$ cat src/pllps_pkg.sv
// Package for the first-loop profile select and configuration block.
// Assumes a single 200 MHz system clock and a two-wire serial register port.
package pllps_pkg;

    // ------------------------------------------------------------
    // Register offsets
    // ------------------------------------------------------------
    localparam logic [7:0] OFS_SPREAD_HI = 8'h10;
    localparam logic [7:0] OFS_SPREAD_MID = 8'h11;
    localparam logic [7:0] OFS_SPREAD_LO = 8'h12;
    localparam logic [7:0] OFS_FREQ_SET = 8'h13;
    localparam logic [7:0] OFS_ROUTING = 8'h14;
    localparam logic [7:0] OFS_OUT_STATE = 8'h15;
    localparam logic [7:0] OFS_DIRECTION = 8'h16;

    // ------------------------------------------------------------
    // Field positions in the routing and direction registers, and the spread field width
    // ------------------------------------------------------------
    localparam int POS_BYPASS = 7;
    localparam int POS_SECOND_SRC = 6;
    localparam int POS_THIRD_SRC = 4;
    localparam int POS_STATE_DEF_ONE = 2;
    localparam int POS_STATE_DEF_ZERO = 0;
    localparam int POS_DIRECTION = 7;
    localparam int SPREAD_W = 3;

    // ------------------------------------------------------------
    // Values after reset
    // ------------------------------------------------------------
    localparam logic [23:0] RST_SPREAD = 24'h000000;
    localparam logic [7:0] RST_FREQ_SET = 8'h00;
    localparam logic [7:0] RST_ROUTING = 8'hED;
    localparam logic [7:0] RST_OUT_STATE = 8'h02;
    localparam logic RST_DIRECTION = 1'b0;

    // ------------------------------------------------------------
    // Encodings
    // ------------------------------------------------------------
    localparam logic [2:0] SPREAD_OFF = 3'h0;
    localparam logic [1:0] OST_OFF_PD = 2'h0;
    localparam logic [1:0] OST_HIZ = 2'h1;
    localparam logic [1:0] OST_LOW = 2'h2;
    localparam logic [1:0] OST_ON = 2'h3;
    localparam logic [1:0] SRC_DIV_ONE = 2'h0;
    localparam logic [1:0] SRC_DIV_TWO = 2'h1;
    localparam logic [1:0] SRC_DIV_THREE = 2'h2;

    // Slave address on the serial port; value is arbitrary
    localparam logic [6:0] DEV_ADDR = 7'h65;
    localparam logic [2:0] LAST_BIT = 3'h7;

    typedef enum logic [5:0] {
        SER_IDLE = 6'b000001,
        SER_ADDR = 6'b000010,
        SER_ACK = 6'b000100,
        SER_WBYTE = 6'b001000,
        SER_RBYTE = 6'b010000,
        SER_RACK = 6'b100000
    } pllps_ser_e;

endpackage

$ cat src/pllps_top.sv
// Profile select and configuration registers for the first synthesizer loop.
// Assumes the host drives the three profile pins and the two-wire serial bus;
// the serial data pin is open drain and resolved outside this module.
`timescale 1ns/1ps
module pllps_top (
    // Clock, reset, enable
    input wire logic clk_sys,
    input wire logic arst_n,
    input wire logic clk_en,
    // Profile select pins
    input wire logic profile_pin_0,
    input wire logic profile_pin_1,
    input wire logic profile_pin_2,
    // Serial register port
    input wire logic scl_i,
    input wire logic sda_i,
    output logic sda_o,
    output logic sda_oe,
    // Applied configuration
    output logic [2:0] spread_amount,
    output logic spread_direction,
    output logic second_ratio_set,
    output logic loop_bypass_select,
    output logic loop_power_down,
    output logic second_output_source,
    output logic [1:0] third_output_source,
    output logic [1:0] out_state
);
    import pllps_pkg::*;

    // ------------------------------------------------------------
    // Pin synchronisers
    // ------------------------------------------------------------
    logic [4:0] meta_r;
    logic [4:0] sync_r;
    logic scl_d_r;
    logic sda_d_r;
    logic [4:0] meta_nxt;
    logic [4:0] sync_nxt;

    always_comb begin
        meta_nxt = {scl_i, sda_i, profile_pin_2, profile_pin_1, profile_pin_0};
        sync_nxt = meta_r;
    end

    always_ff @(posedge clk_sys or negedge arst_n) begin
        if (!arst_n) begin
            meta_r <= 5'h18;
            sync_r <= 5'h18;
            scl_d_r <= 1'b1;
            sda_d_r <= 1'b1;
        end else if (clk_en) begin
            meta_r <= meta_nxt;
            sync_r <= sync_nxt;
            scl_d_r <= sync_r[4];
            sda_d_r <= sync_r[3];
        end
    end

    wire logic scl_s = sync_r[4];
    wire logic sda_s = sync_r[3];
    wire logic [2:0] pin_idx = sync_r[2:0];
    wire logic scl_rise = scl_s && !scl_d_r;
    wire logic scl_fall = !scl_s && scl_d_r;
    wire logic bus_start = scl_s && scl_d_r && sda_d_r && !sda_s;
    wire logic bus_stop = scl_s && scl_d_r && !sda_d_r && sda_s;

    // ------------------------------------------------------------
    // Configuration registers
    // ------------------------------------------------------------
    logic [23:0] spread_r;
    logic [7:0] freq_set_r;
    logic [7:0] routing_r;
    logic [7:0] out_choice_r;
    logic direction_r;
    logic [23:0] spread_nxt;
    logic [7:0] freq_set_nxt;
    logic [7:0] routing_nxt;
    logic [7:0] out_choice_nxt;
    logic direction_nxt;

    // Unmapped offsets read as zero
    function automatic logic [7:0] reg_read(input logic [7:0] ofs, input logic [23:0] spr,
                                            input logic [7:0] fs, input logic [7:0] rt,
                                            input logic [7:0] oc, input logic dir);
        logic [7:0] val;
        val = 8'h00;
        if (ofs == OFS_SPREAD_HI) begin
            val = spr[23:16];
        end else if (ofs == OFS_SPREAD_MID) begin
            val = spr[15:8];
        end else if (ofs == OFS_SPREAD_LO) begin
            val = spr[7:0];
        end else if (ofs == OFS_FREQ_SET) begin
            val = fs;
        end else if (ofs == OFS_ROUTING) begin
            val = rt;
        end else if (ofs == OFS_OUT_STATE) begin
            val = oc;
        end else if (ofs == OFS_DIRECTION) begin
            val = {dir, 7'h00};
        end
        return val;
    endfunction

    // ------------------------------------------------------------
    // Serial slave state
    // ------------------------------------------------------------
    pllps_ser_e state_r;
    pllps_ser_e state_nxt;
    logic [2:0] bit_r;
    logic [2:0] bit_nxt;
    logic [7:0] shift_r;
    logic [7:0] shift_nxt;
    logic [7:0] ptr_r;
    logic [7:0] ptr_nxt;
    logic read_r;
    logic read_nxt;
    logic have_ofs_r;
    logic have_ofs_nxt;
    logic armed_r;
    logic armed_nxt;
    logic sda_oe_r;
    logic sda_oe_nxt;
    logic do_write;
    logic [7:0] rd_byte;

    always_comb begin
        state_nxt = state_r;
        bit_nxt = bit_r;
        shift_nxt = shift_r;
        ptr_nxt = ptr_r;
        read_nxt = read_r;
        have_ofs_nxt = have_ofs_r;
        armed_nxt = armed_r;
        sda_oe_nxt = sda_oe_r;
        do_write = 1'b0;
        rd_byte = reg_read(ptr_r, spread_r, freq_set_r, routing_r, out_choice_r, direction_r);
        if (bus_start) begin
            state_nxt = SER_ADDR;
            bit_nxt = 3'h0;
            armed_nxt = 1'b0;
            sda_oe_nxt = 1'b0;
        end else if (bus_stop) begin
            state_nxt = SER_IDLE;
            sda_oe_nxt = 1'b0;
        end else begin
            case (state_r)
                SER_ADDR, SER_WBYTE: begin
                    // The clock fall that closes a start carries no bit, so only falls after a sampled rise count
                    if (scl_rise) begin
                        shift_nxt = {shift_r[6:0], sda_s};
                        armed_nxt = 1'b1;
                    end else if (scl_fall && armed_r) begin
                        armed_nxt = 1'b0;
                        bit_nxt = bit_r + 3'h1;
                        if (bit_r == LAST_BIT) begin
                            sda_oe_nxt = 1'b1;
                            state_nxt = SER_ACK;
                            if (state_r == SER_ADDR) begin
                                read_nxt = shift_r[0];
                                have_ofs_nxt = 1'b0;
                                if (shift_r[7:1] != DEV_ADDR) begin
                                    sda_oe_nxt = 1'b0;
                                    state_nxt = SER_IDLE;
                                end
                            end else if (!have_ofs_r) begin
                                ptr_nxt = shift_r;
                                have_ofs_nxt = 1'b1;
                            end else begin
                                do_write = 1'b1;
                                ptr_nxt = ptr_r + 8'h01;
                            end
                        end
                    end
                end
                SER_ACK, SER_RACK: begin
                    if (scl_rise && state_r == SER_RACK && sda_s) begin
                        state_nxt = SER_IDLE;
                    end else if (scl_fall) begin
                        bit_nxt = 3'h0;
                        if (read_r) begin
                            shift_nxt = rd_byte;
                            ptr_nxt = ptr_r + 8'h01;
                            sda_oe_nxt = !rd_byte[7];
                            state_nxt = SER_RBYTE;
                        end else begin
                            sda_oe_nxt = 1'b0;
                            state_nxt = SER_WBYTE;
                        end
                    end
                end
                SER_RBYTE: begin
                    if (scl_fall) begin
                        bit_nxt = bit_r + 3'h1;
                        shift_nxt = {shift_r[6:0], 1'b0};
                        if (bit_r == LAST_BIT) begin
                            sda_oe_nxt = 1'b0;
                            state_nxt = SER_RACK;
                        end else begin
                            sda_oe_nxt = !shift_r[6];
                        end
                    end
                end
                default: begin
                    sda_oe_nxt = 1'b0;
                    state_nxt = SER_IDLE;
                end
            endcase
        end
    end

    always_ff @(posedge clk_sys or negedge arst_n) begin
        if (!arst_n) begin
            state_r <= SER_IDLE;
            bit_r <= 3'h0;
            shift_r <= 8'h00;
            ptr_r <= 8'h00;
            read_r <= 1'b0;
            have_ofs_r <= 1'b0;
            armed_r <= 1'b0;
            sda_oe_r <= 1'b0;
        end else if (clk_en) begin
            state_r <= state_nxt;
            bit_r <= bit_nxt;
            shift_r <= shift_nxt;
            ptr_r <= ptr_nxt;
            read_r <= read_nxt;
            have_ofs_r <= have_ofs_nxt;
            armed_r <= armed_nxt;
            sda_oe_r <= sda_oe_nxt;
        end
    end

    // ------------------------------------------------------------
    // Register writes
    // ------------------------------------------------------------
    // Writes to unmapped offsets, including those above 40h, are dropped
    always_comb begin
        spread_nxt = spread_r;
        freq_set_nxt = freq_set_r;
        routing_nxt = routing_r;
        out_choice_nxt = out_choice_r;
        direction_nxt = direction_r;
        if (do_write) begin
            if (ptr_r == OFS_SPREAD_HI) begin
                spread_nxt[23:16] = shift_r;
            end else if (ptr_r == OFS_SPREAD_MID) begin
                spread_nxt[15:8] = shift_r;
            end else if (ptr_r == OFS_SPREAD_LO) begin
                spread_nxt[7:0] = shift_r;
            end else if (ptr_r == OFS_FREQ_SET) begin
                freq_set_nxt = shift_r;
            end else if (ptr_r == OFS_ROUTING) begin
                routing_nxt = shift_r;
            end else if (ptr_r == OFS_OUT_STATE) begin
                out_choice_nxt = shift_r;
            end else if (ptr_r == OFS_DIRECTION) begin
                direction_nxt = shift_r[POS_DIRECTION];
            end
        end
    end

    always_ff @(posedge clk_sys or negedge arst_n) begin
        if (!arst_n) begin
            spread_r <= RST_SPREAD;
            freq_set_r <= RST_FREQ_SET;
            routing_r <= RST_ROUTING;
            out_choice_r <= RST_OUT_STATE;
            direction_r <= RST_DIRECTION;
        end else if (clk_en) begin
            spread_r <= spread_nxt;
            freq_set_r <= freq_set_nxt;
            routing_r <= routing_nxt;
            out_choice_r <= out_choice_nxt;
            direction_r <= direction_nxt;
        end
    end

    // ------------------------------------------------------------
    // Applied profile
    // ------------------------------------------------------------
    // Recomputed every cycle with clk_en high from the pins, so a pin change needs no write
    logic [2:0] amount_nxt;
    logic [1:0] ostate_nxt;
    logic [1:0] third_nxt;

    always_comb begin
        amount_nxt = spread_r[pin_idx * SPREAD_W +: SPREAD_W];
        ostate_nxt = out_choice_r[pin_idx] ? routing_r[POS_STATE_DEF_ONE +: 2]
                                           : routing_r[POS_STATE_DEF_ZERO +: 2];
        third_nxt = routing_r[POS_THIRD_SRC +: 2];
    end

    always_ff @(posedge clk_sys or negedge arst_n) begin
        if (!arst_n) begin
            spread_amount <= SPREAD_OFF;
            spread_direction <= RST_DIRECTION;
            second_ratio_set <= 1'b0;
            loop_bypass_select <= 1'b1;
            loop_power_down <= 1'b1;
            second_output_source <= 1'b1;
            third_output_source <= SRC_DIV_THREE;
            out_state <= OST_HIZ;
            sda_o <= 1'b0;
            sda_oe <= 1'b0;
        end else if (clk_en) begin
            spread_amount <= amount_nxt;
            spread_direction <= direction_r;
            second_ratio_set <= freq_set_r[pin_idx];
            loop_bypass_select <= routing_r[POS_BYPASS];
            loop_power_down <= routing_r[POS_BYPASS] || (ostate_nxt == OST_OFF_PD);
            second_output_source <= routing_r[POS_SECOND_SRC];
            third_output_source <= third_nxt;
            out_state <= ostate_nxt;
            sda_o <= 1'b0;
            sda_oe <= sda_oe_nxt;
        end
    end

endmodule

$ cat config.mk
export PLATFORM = sky130hd
export DESIGN_NAME = pllps_top
export DESIGN_NICKNAME = d
export VERILOG_FILES = /design/src/pllps_pkg.sv /design/src/pllps_top.sv
export SDC_FILE = /design/constraint.sdc
export NUM_CORES = 1
export LEC_CHECK = 0
export BUFFER_PORTS_ARGS = -buffer_cell sky130_fd_sc_hd__buf_2
export CELL_PAD_IN_SITES_DETAIL_PLACEMENT = 0
export CELL_PAD_IN_SITES_GLOBAL_PLACEMENT = 1
export CORE_ASPECT_RATIO = 1.75
export CORE_MARGIN = 10
export CORE_UTILIZATION = 50
export DETAILED_ROUTE_END_ITERATION = 8
export PLACE_DENSITY = 0.83
export SLEW_MARGIN = 20
export SYNTH_ARGS = -nofsm -noshare
export SYNTH_HDL_FRONTEND = slang
export SYNTH_SLANG_ARGS = --single-unit
export TNS_END_PERCENT = 1
$ cat constraint.sdc
create_clock -name clk_sys -period 3 [get_ports clk_sys]
set_input_delay 0.45 -clock clk_sys [delete_from_list [all_inputs] [get_ports clk_sys]]
set_output_delay 0.45 -clock clk_sys [all_outputs]
set_load 0.1 [all_outputs]
==> impl_metrics.toml, run 1 <==
[run_status]
status = "finished clean"

[cts]
path_clk_slew_ns = 0.08
cts.sinks = 102
cts-htree-levels = 3
cts_setup_buffers = 0
clk_path_buf_depth = 2
root_buffer = "clkbuf_16"
clk_latency_ns = 0.36
cts_tree = "yes"
hold_buffers = 0
cts_inserted_buffers = 9
ctsResizeCount = 0

[logic_synthesis]
synth_seq_cells = 102
yosys.area.top_type_share_pct = 37.3
synth_edf_count = 0
ys_async_sr_fraction_pct = 100
yosysTopAreaCell = "dfrtp_1"
synth_nets = 532
synthFlopType = "dfrtp_1"
ys_types = 66
synth.most_common_cell = "dfrtp_1"
netlist_area_sq_mm = 0.00557
synth_area_leaders = "dfrtp_1 (37%), mux2_2 (13%), dfstp_2 (9.0%)"
yosysSeqAreaShare_pct = 46.3
synthCells = 518
yosys_warnings = 0
synth_common_cells = "dfrtp_1 (83), mux2_2 (63), a21oi_1 (56)"
synth.avg_cell_area_sq_um = 10.8

[placed_design]
placed_cells = 656
hpwl_um = 10800
portBuffers = 20
post-place-ws_ns = 0.291
finalWeightedCongestion = 0.948

[detailed_routing]
num_vias = 4193
first_pass_iters = 5
dr.first_iter.drc_count = 254
ant_nets = 0
wl_um = 14400
routedWlPerCell_um = 21.4
remaining_drc_errors = 0
via_per_inst = 6.24

[global_routing]
grtUsageMet1_pct = 19.6
met3_usage_pct = 3.02
grt.overflow.total = 0
grt_pass1_wl_um = 23500
grt_use_total_pct = 18.8
grt_max_degree = 59
grt_pass1_vias = 4369
grt.busiest_layer = "met2"
globalRouteMet2Util_pct = 32.8
antenna_found_initial = 0

[worst_setup_path]
r2r_cells = 6
arrival_ns = 2.96
critPathCaptureType = "flip-flop"
cp_num_cells = 6
cp_slowest_cell = "or3_1"
timing.rr.end = "routing_r[1]$_DFFE_PN0P_"
regToRegStartpoint = "state_r[5]$_DFFE_PN0P_"
setup.worst_path.start_class = "flip-flop"
max_stage_delay_ns = 0.62
reg2reg_setup_slack_ns = 0.28
crit_family = "simple AND/OR/NAND/NOR gates"
worstPathRequired_ns = 3.25
cp_max_fo = 9
path_class = "reg2reg"
path_cells = "or4_4 > nand2b_4 > nor2_4 > nand4_4 > or3_1 > mux2_4"
crit_buf_inv = 0

[floorplanning]
die_w_um = 99.8
rows = 51
dieArea_sq_mm = 0.0159
initial_core_util_pct = 50.4
pin_count = 22
core_sq_mm = 0.0110
die_y_um = 160

[layout]
final_nets = 549
area_delta_synth_final_pct = 10.9
drive_gt1_share_pct = 31.3
diodes = 0
final_cell_count_no_fill = 672

[sta]
setup_violations = 0
period_share_pct = 90.6
rsz0062_at_grt = "no"
worst_slack_ns = 0.282
hold_violations = 0
skew_ns = 0.0114
slew_violations = 0
finalCriticalPeriod_ns = 2.72
fin_setup_tns_ns = 0
tightest_slew_ns = 0.851
fmax_ghz = 0.368
slew-limit-headroom_pct = 42.9

[power]
power_density_mw_per_mm2 = 517
ir_drop_v = 0.000415
p_leak_uw = 0.00274

[worst_hold_path]
hp-class = "in2async"

[run]
drv_cap = 0
==> state kept, by name, summed over array words and instances, names as in the netlist, 2 cells and up <==
| register | flops |
|---|---|
| sync_r | 5 |
| out_state | 2 |
| third_output_source | 2 |
| bit_r | 3 |
| freq_set_r | 8 |
| routing_r | 8 |
| state_r | 6 |
| shift_r | 8 |
| ptr_r | 8 |
| out_choice_r | 8 |
| spread_r | 24 |
| spread_amount | 3 |
| meta_r | 5 |
==> final cells by class <==
cell class | count | area [sq um]
Fill cell | 948 | 4870
Sequential cell | 102 | 2580
Multi-Input combinational cell | 362 | 2770
Timing Repair Buffer | 40 | 265
Clock inverter | 7 | 97.6
Clock buffer | 9 | 225
Inverter | 20 | 75.1
Tap cell | 132 | 165
==> kinds of logic after synthesis <==
logic type                 after synthesis  synth area share (%)
and+or+nand+nor                        133                  13.0
other                                    1                0.0673
DFF                                    102                  46.3
buffers and inverters                   54                  4.02
xor gates and xnor gates                 4                 0.629
AOI/OAI and AO/OA                      127                  13.9
muxes                                   91                  20.7
adders and majority gates                6                  1.35
==> worst max-delay path by stage <==
stage | startpoint | endpoint | slack (ns)
floorplan | state_r[5]$_DFFE_PN0P_ | routing_r[1]$_DFFE_PN0P_ | 0.51
global placement | state_r[5]$_DFFE_PN0P_ | routing_r[1]$_DFFE_PN0P_ | 0.33
detailed placement | state_r[5]$_DFFE_PN0P_ | routing_r[4]$_DFFE_PN0P_ | 0.29
CTS | state_r[5]$_DFFE_PN0P_ | routing_r[1]$_DFFE_PN0P_ | 0.28
global route | state_r[5]$_DFFE_PN0P_ | routing_r[1]$_DFFE_PN0P_ | 0.17
finish | state_r[5]$_DFFE_PN0P_ | routing_r[1]$_DFFE_PN0P_ | 0.28
==> cells in the final DEF, fill, tap and decap left out, drive strengths merged, types with 9 or more instances in the layout <==
cell type	instances
nor3	14
dfrtp	83
mux2	71
clkbuf	9
inv	24
nand2	35
buf	40
a21oi	56
o21ai	32
mux2i	10
nand3	9
mux4	10
nor2	40
dfstp	19
==> report_power, final <==
group	switching [uW]	leakage [uW]	internal, uW
logic	229	0.00127	159
registers	96.9	0.00132	1450
clock network	584	0.000159	676
==> worst register-to-register path: cells and delay by family, from the launching register on <==
family	cells	cell delay, ns
multiplexers	1	0.37
AND/OR/NAND/NOR	5	1.77
flip-flops	1	0.47
==> metal layers <==
metal / vias to the layer above / wire length [um]
li1: 1932 / -
met1: 2061 / 5210
met2: 144 / 7710
met3: 56 / 653
met4: 0 / 824
met5: - / 0
==> stage by stage <==
stage | utilization, % | instance area, sq um | power, uW | hold WS, ns
after global routing | 55.9 | 6170 | 3310 | 0.134
after CTS | 55.9 | 6170 | 3210 | 0.110
final | 55.9 | 6170 | 3190 | 0.0981
after detailed placement | 53.0 | 5850 | 1960 | 0.487
after floorplan | - | 5570 | 1820 | 0.154
after global placement | 53.0 | 5850 | 1950 | 0.482
Note: power is estimated with default switching activity, not from simulation.
==> run 2, diff against run 1 <==
--- a/config.mk
+++ b/config.mk
@@ -6,13 +6,11 @@
 export NUM_CORES = 1
 export LEC_CHECK = 0
 export BUFFER_PORTS_ARGS = -buffer_cell sky130_fd_sc_hd__buf_2
-export CELL_PAD_IN_SITES_DETAIL_PLACEMENT = 0
-export CELL_PAD_IN_SITES_GLOBAL_PLACEMENT = 1
 export CORE_ASPECT_RATIO = 1.75
 export CORE_MARGIN = 10
-export CORE_UTILIZATION = 50
+export CORE_UTILIZATION = 55
 export DETAILED_ROUTE_END_ITERATION = 8
-export PLACE_DENSITY = 0.83
+export PLACE_DENSITY = 0.78
 export SLEW_MARGIN = 20
 export SYNTH_ARGS = -nofsm -noshare
 export SYNTH_HDL_FRONTEND = slang
==> constraint.sdc (replaced) <==
create_clock -name clk_sys -period 2.35 [get_ports clk_sys]
set_input_delay 0.3525 -clock clk_sys [delete_from_list [all_inputs] [get_ports clk_sys]]
set_output_delay 0.3525 -clock clk_sys [all_outputs]
set_load 0.1 [all_outputs]
==> impl_metrics.toml, run 2 (same netlist as run 1, synthesis figures left out) <==
[run_status]
status = "finished clean"

[placed_design]
finalWeightedCongestion = 0.992
post-place-ws_ns = -0.145
hpwl_um = 11600
dpl-instance-area_sq_mm = 0.00617
portBuffers = 20

[sta]
fin_setup_tns_ns = 0
tightest_slew_ns = 0.667
worst_slack_ns = 0.00634
rsz0062_at_grt = "yes"
hold_violations = 0
skew_ns = 0.0111
slew_violations = 0
period_share_pct = 99.7
holdWs_ns = 0.0269
finalCriticalPeriod_ns = 2.34
fmax_ghz = 0.427
setup_violations = 0
slew-limit-headroom_pct = 55.6

[global_routing]
antenna_found_initial = 0
grt_max_degree = 51
grt_pass1_vias = 4595
grt_pass1_wl_um = 24100
grt.overflow.total = 0
grt_use_total_pct = 21.5

[power]
ir_drop_v = 0.000414
p_leak_uw = 0.00297
total_power_uw = 4020
power_density_mw_per_mm2 = 610

[detailed_routing]
ant_nets = 0
via_per_inst = 6.34
routedWlPerCell_um = 22.0
first_pass_iters = 6
wl_um = 15500
remaining_drc_errors = 0
num_vias = 4482
dr.first_iter.drc_count = 385

[layout]
multi_input_comb_area_sq_mm = 0.00285
drive_gt1_share_pct = 38.0
regArea_sq_mm = 0.00258
final_nets = 591
top_register = "spread_r"
diodes = 0
area_delta_synth_final_pct = 18.4
fillers = 760
layout_commonest_cell = "dfrtp_1"
finalInstanceArea_sq_mm = 0.00659
largest_reg_flops = 24
final_cell_mix = "dfrtp_1 (83), a21oi_1 (55), buf_4 (55)"

[floorplanning]
pin_count = 22
rows = 48
die_w_um = 96.1
dieArea_sq_mm = 0.0147
core_sq_mm = 0.00991
die_y_um = 153
initial_core_util_pct = 56.2

[cts]
path_clk_slew_ns = 0.08
root_buffer = "clkbuf_16"
cts.sinks = 102
cts-htree-levels = 3
clk_path_buf_depth = 2
clk_latency_ns = 0.36
cts_inserted_buffers = 9
cts_tree = "yes"

[worst_setup_path]
cp-startpoint = "ptr_r[5]$_DFFE_PN0P_"
setup.worst_path.start_class = "flip-flop"
critPathCaptureType = "flip-flop"
arrival_ns = 2.58
cp_max_fo = 8
worstPathRequired_ns = 2.58
path_class = "reg2reg"
regToRegStartpoint = "ptr_r[5]$_DFFE_PN0P_"

[worst_hold_path]
hp-class = "in2async"

[run]
drv_cap = 0
-- run 2: cell count changes in the layout (fill, tap and decap cells not counted), sizes merged --
cell	before	now
inv	24	25
buf	40	82
clkinvlp	0	1
clkinv	2	1
bufinv	1	0
-- run 2: cell type report --
cell class / count / share of cell area [%]
clock inverter: 7 / 0.949
multi-input combinational: 362 / 43.2
inverter: 20 / 1.14
timing repair buffer: 82 / 9.87
clock buffer: 9 / 3.42
sequential: 102 / 39.1
tap: 125 / 2.37
-- run 2: per-stage QoR --
stage / util (%) / instances
global placement: 62.3 / 685
global route: 66.5 / 707
finish: 66.5 / 707
floorplan: - / 518
CTS: 65.4 / 701
detailed placement: 62.3 / 685
-- run 2: layer usage --
layer  vias to the layer above  global-route usage, %  routed length (um)
li1                       2000                      -                   -
met1                      2243                   21.2                5300
met2                       182                   38.3                8560
met3                        57                   3.58                 717
met4                         0                   15.2                 962
met5                         -                      0                   0
-- run 2: path summary, 6_finish.rpt --
check	depth (start not counted)	to	slack [ns]
min reg2reg	2	out_state[0]$_DFFE_PN1P_	0.49
max	6	spread_r[15]$_DFFE_PN0P_	0.006
max reg2reg	6	spread_r[15]$_DFFE_PN0P_	0.006
min	1	third_output_source[0]$_DFFE_PN0P_	0.03
min in group clk_sys	2	meta_r[2]$_DFFE_PN0P_	0.23
max in group asynchronous	2	out_choice_r[1]$_DFFE_PN1P_	1.63
-- run 2: what timing repair did --
item	4_1_cts	5_1_grt
hold buffers	0	0
pin swaps	4	6
setup endpoints to repair	51	46
gates cloned	0	0
setup buffers	0	6
gates resized for setup	4	16
-- run 2: power by group --
| part | switching (uW) | leakage [uW] | total (uW) | internal, uW |
|---|---|---|---|---|
| Clock | 716 | 0.000141 | 1460 | 744 |
| Sequential | 86.1 | 0.00132 | 1930 | 1850 |
| Combinational | 362 | 0.00151 | 628 | 266 |
| Total | 1160 | 0.00297 | 4020 | 2860 |
-- run 2: critical path: stages, from the launching register on --
cell	delay, ns
dfrtp_1	0.39
or4b_4	0.58
or3_4	0.46
buf_4	0.18
nor3_4	0.14
buf_12	0.16
mux2_4	0.30
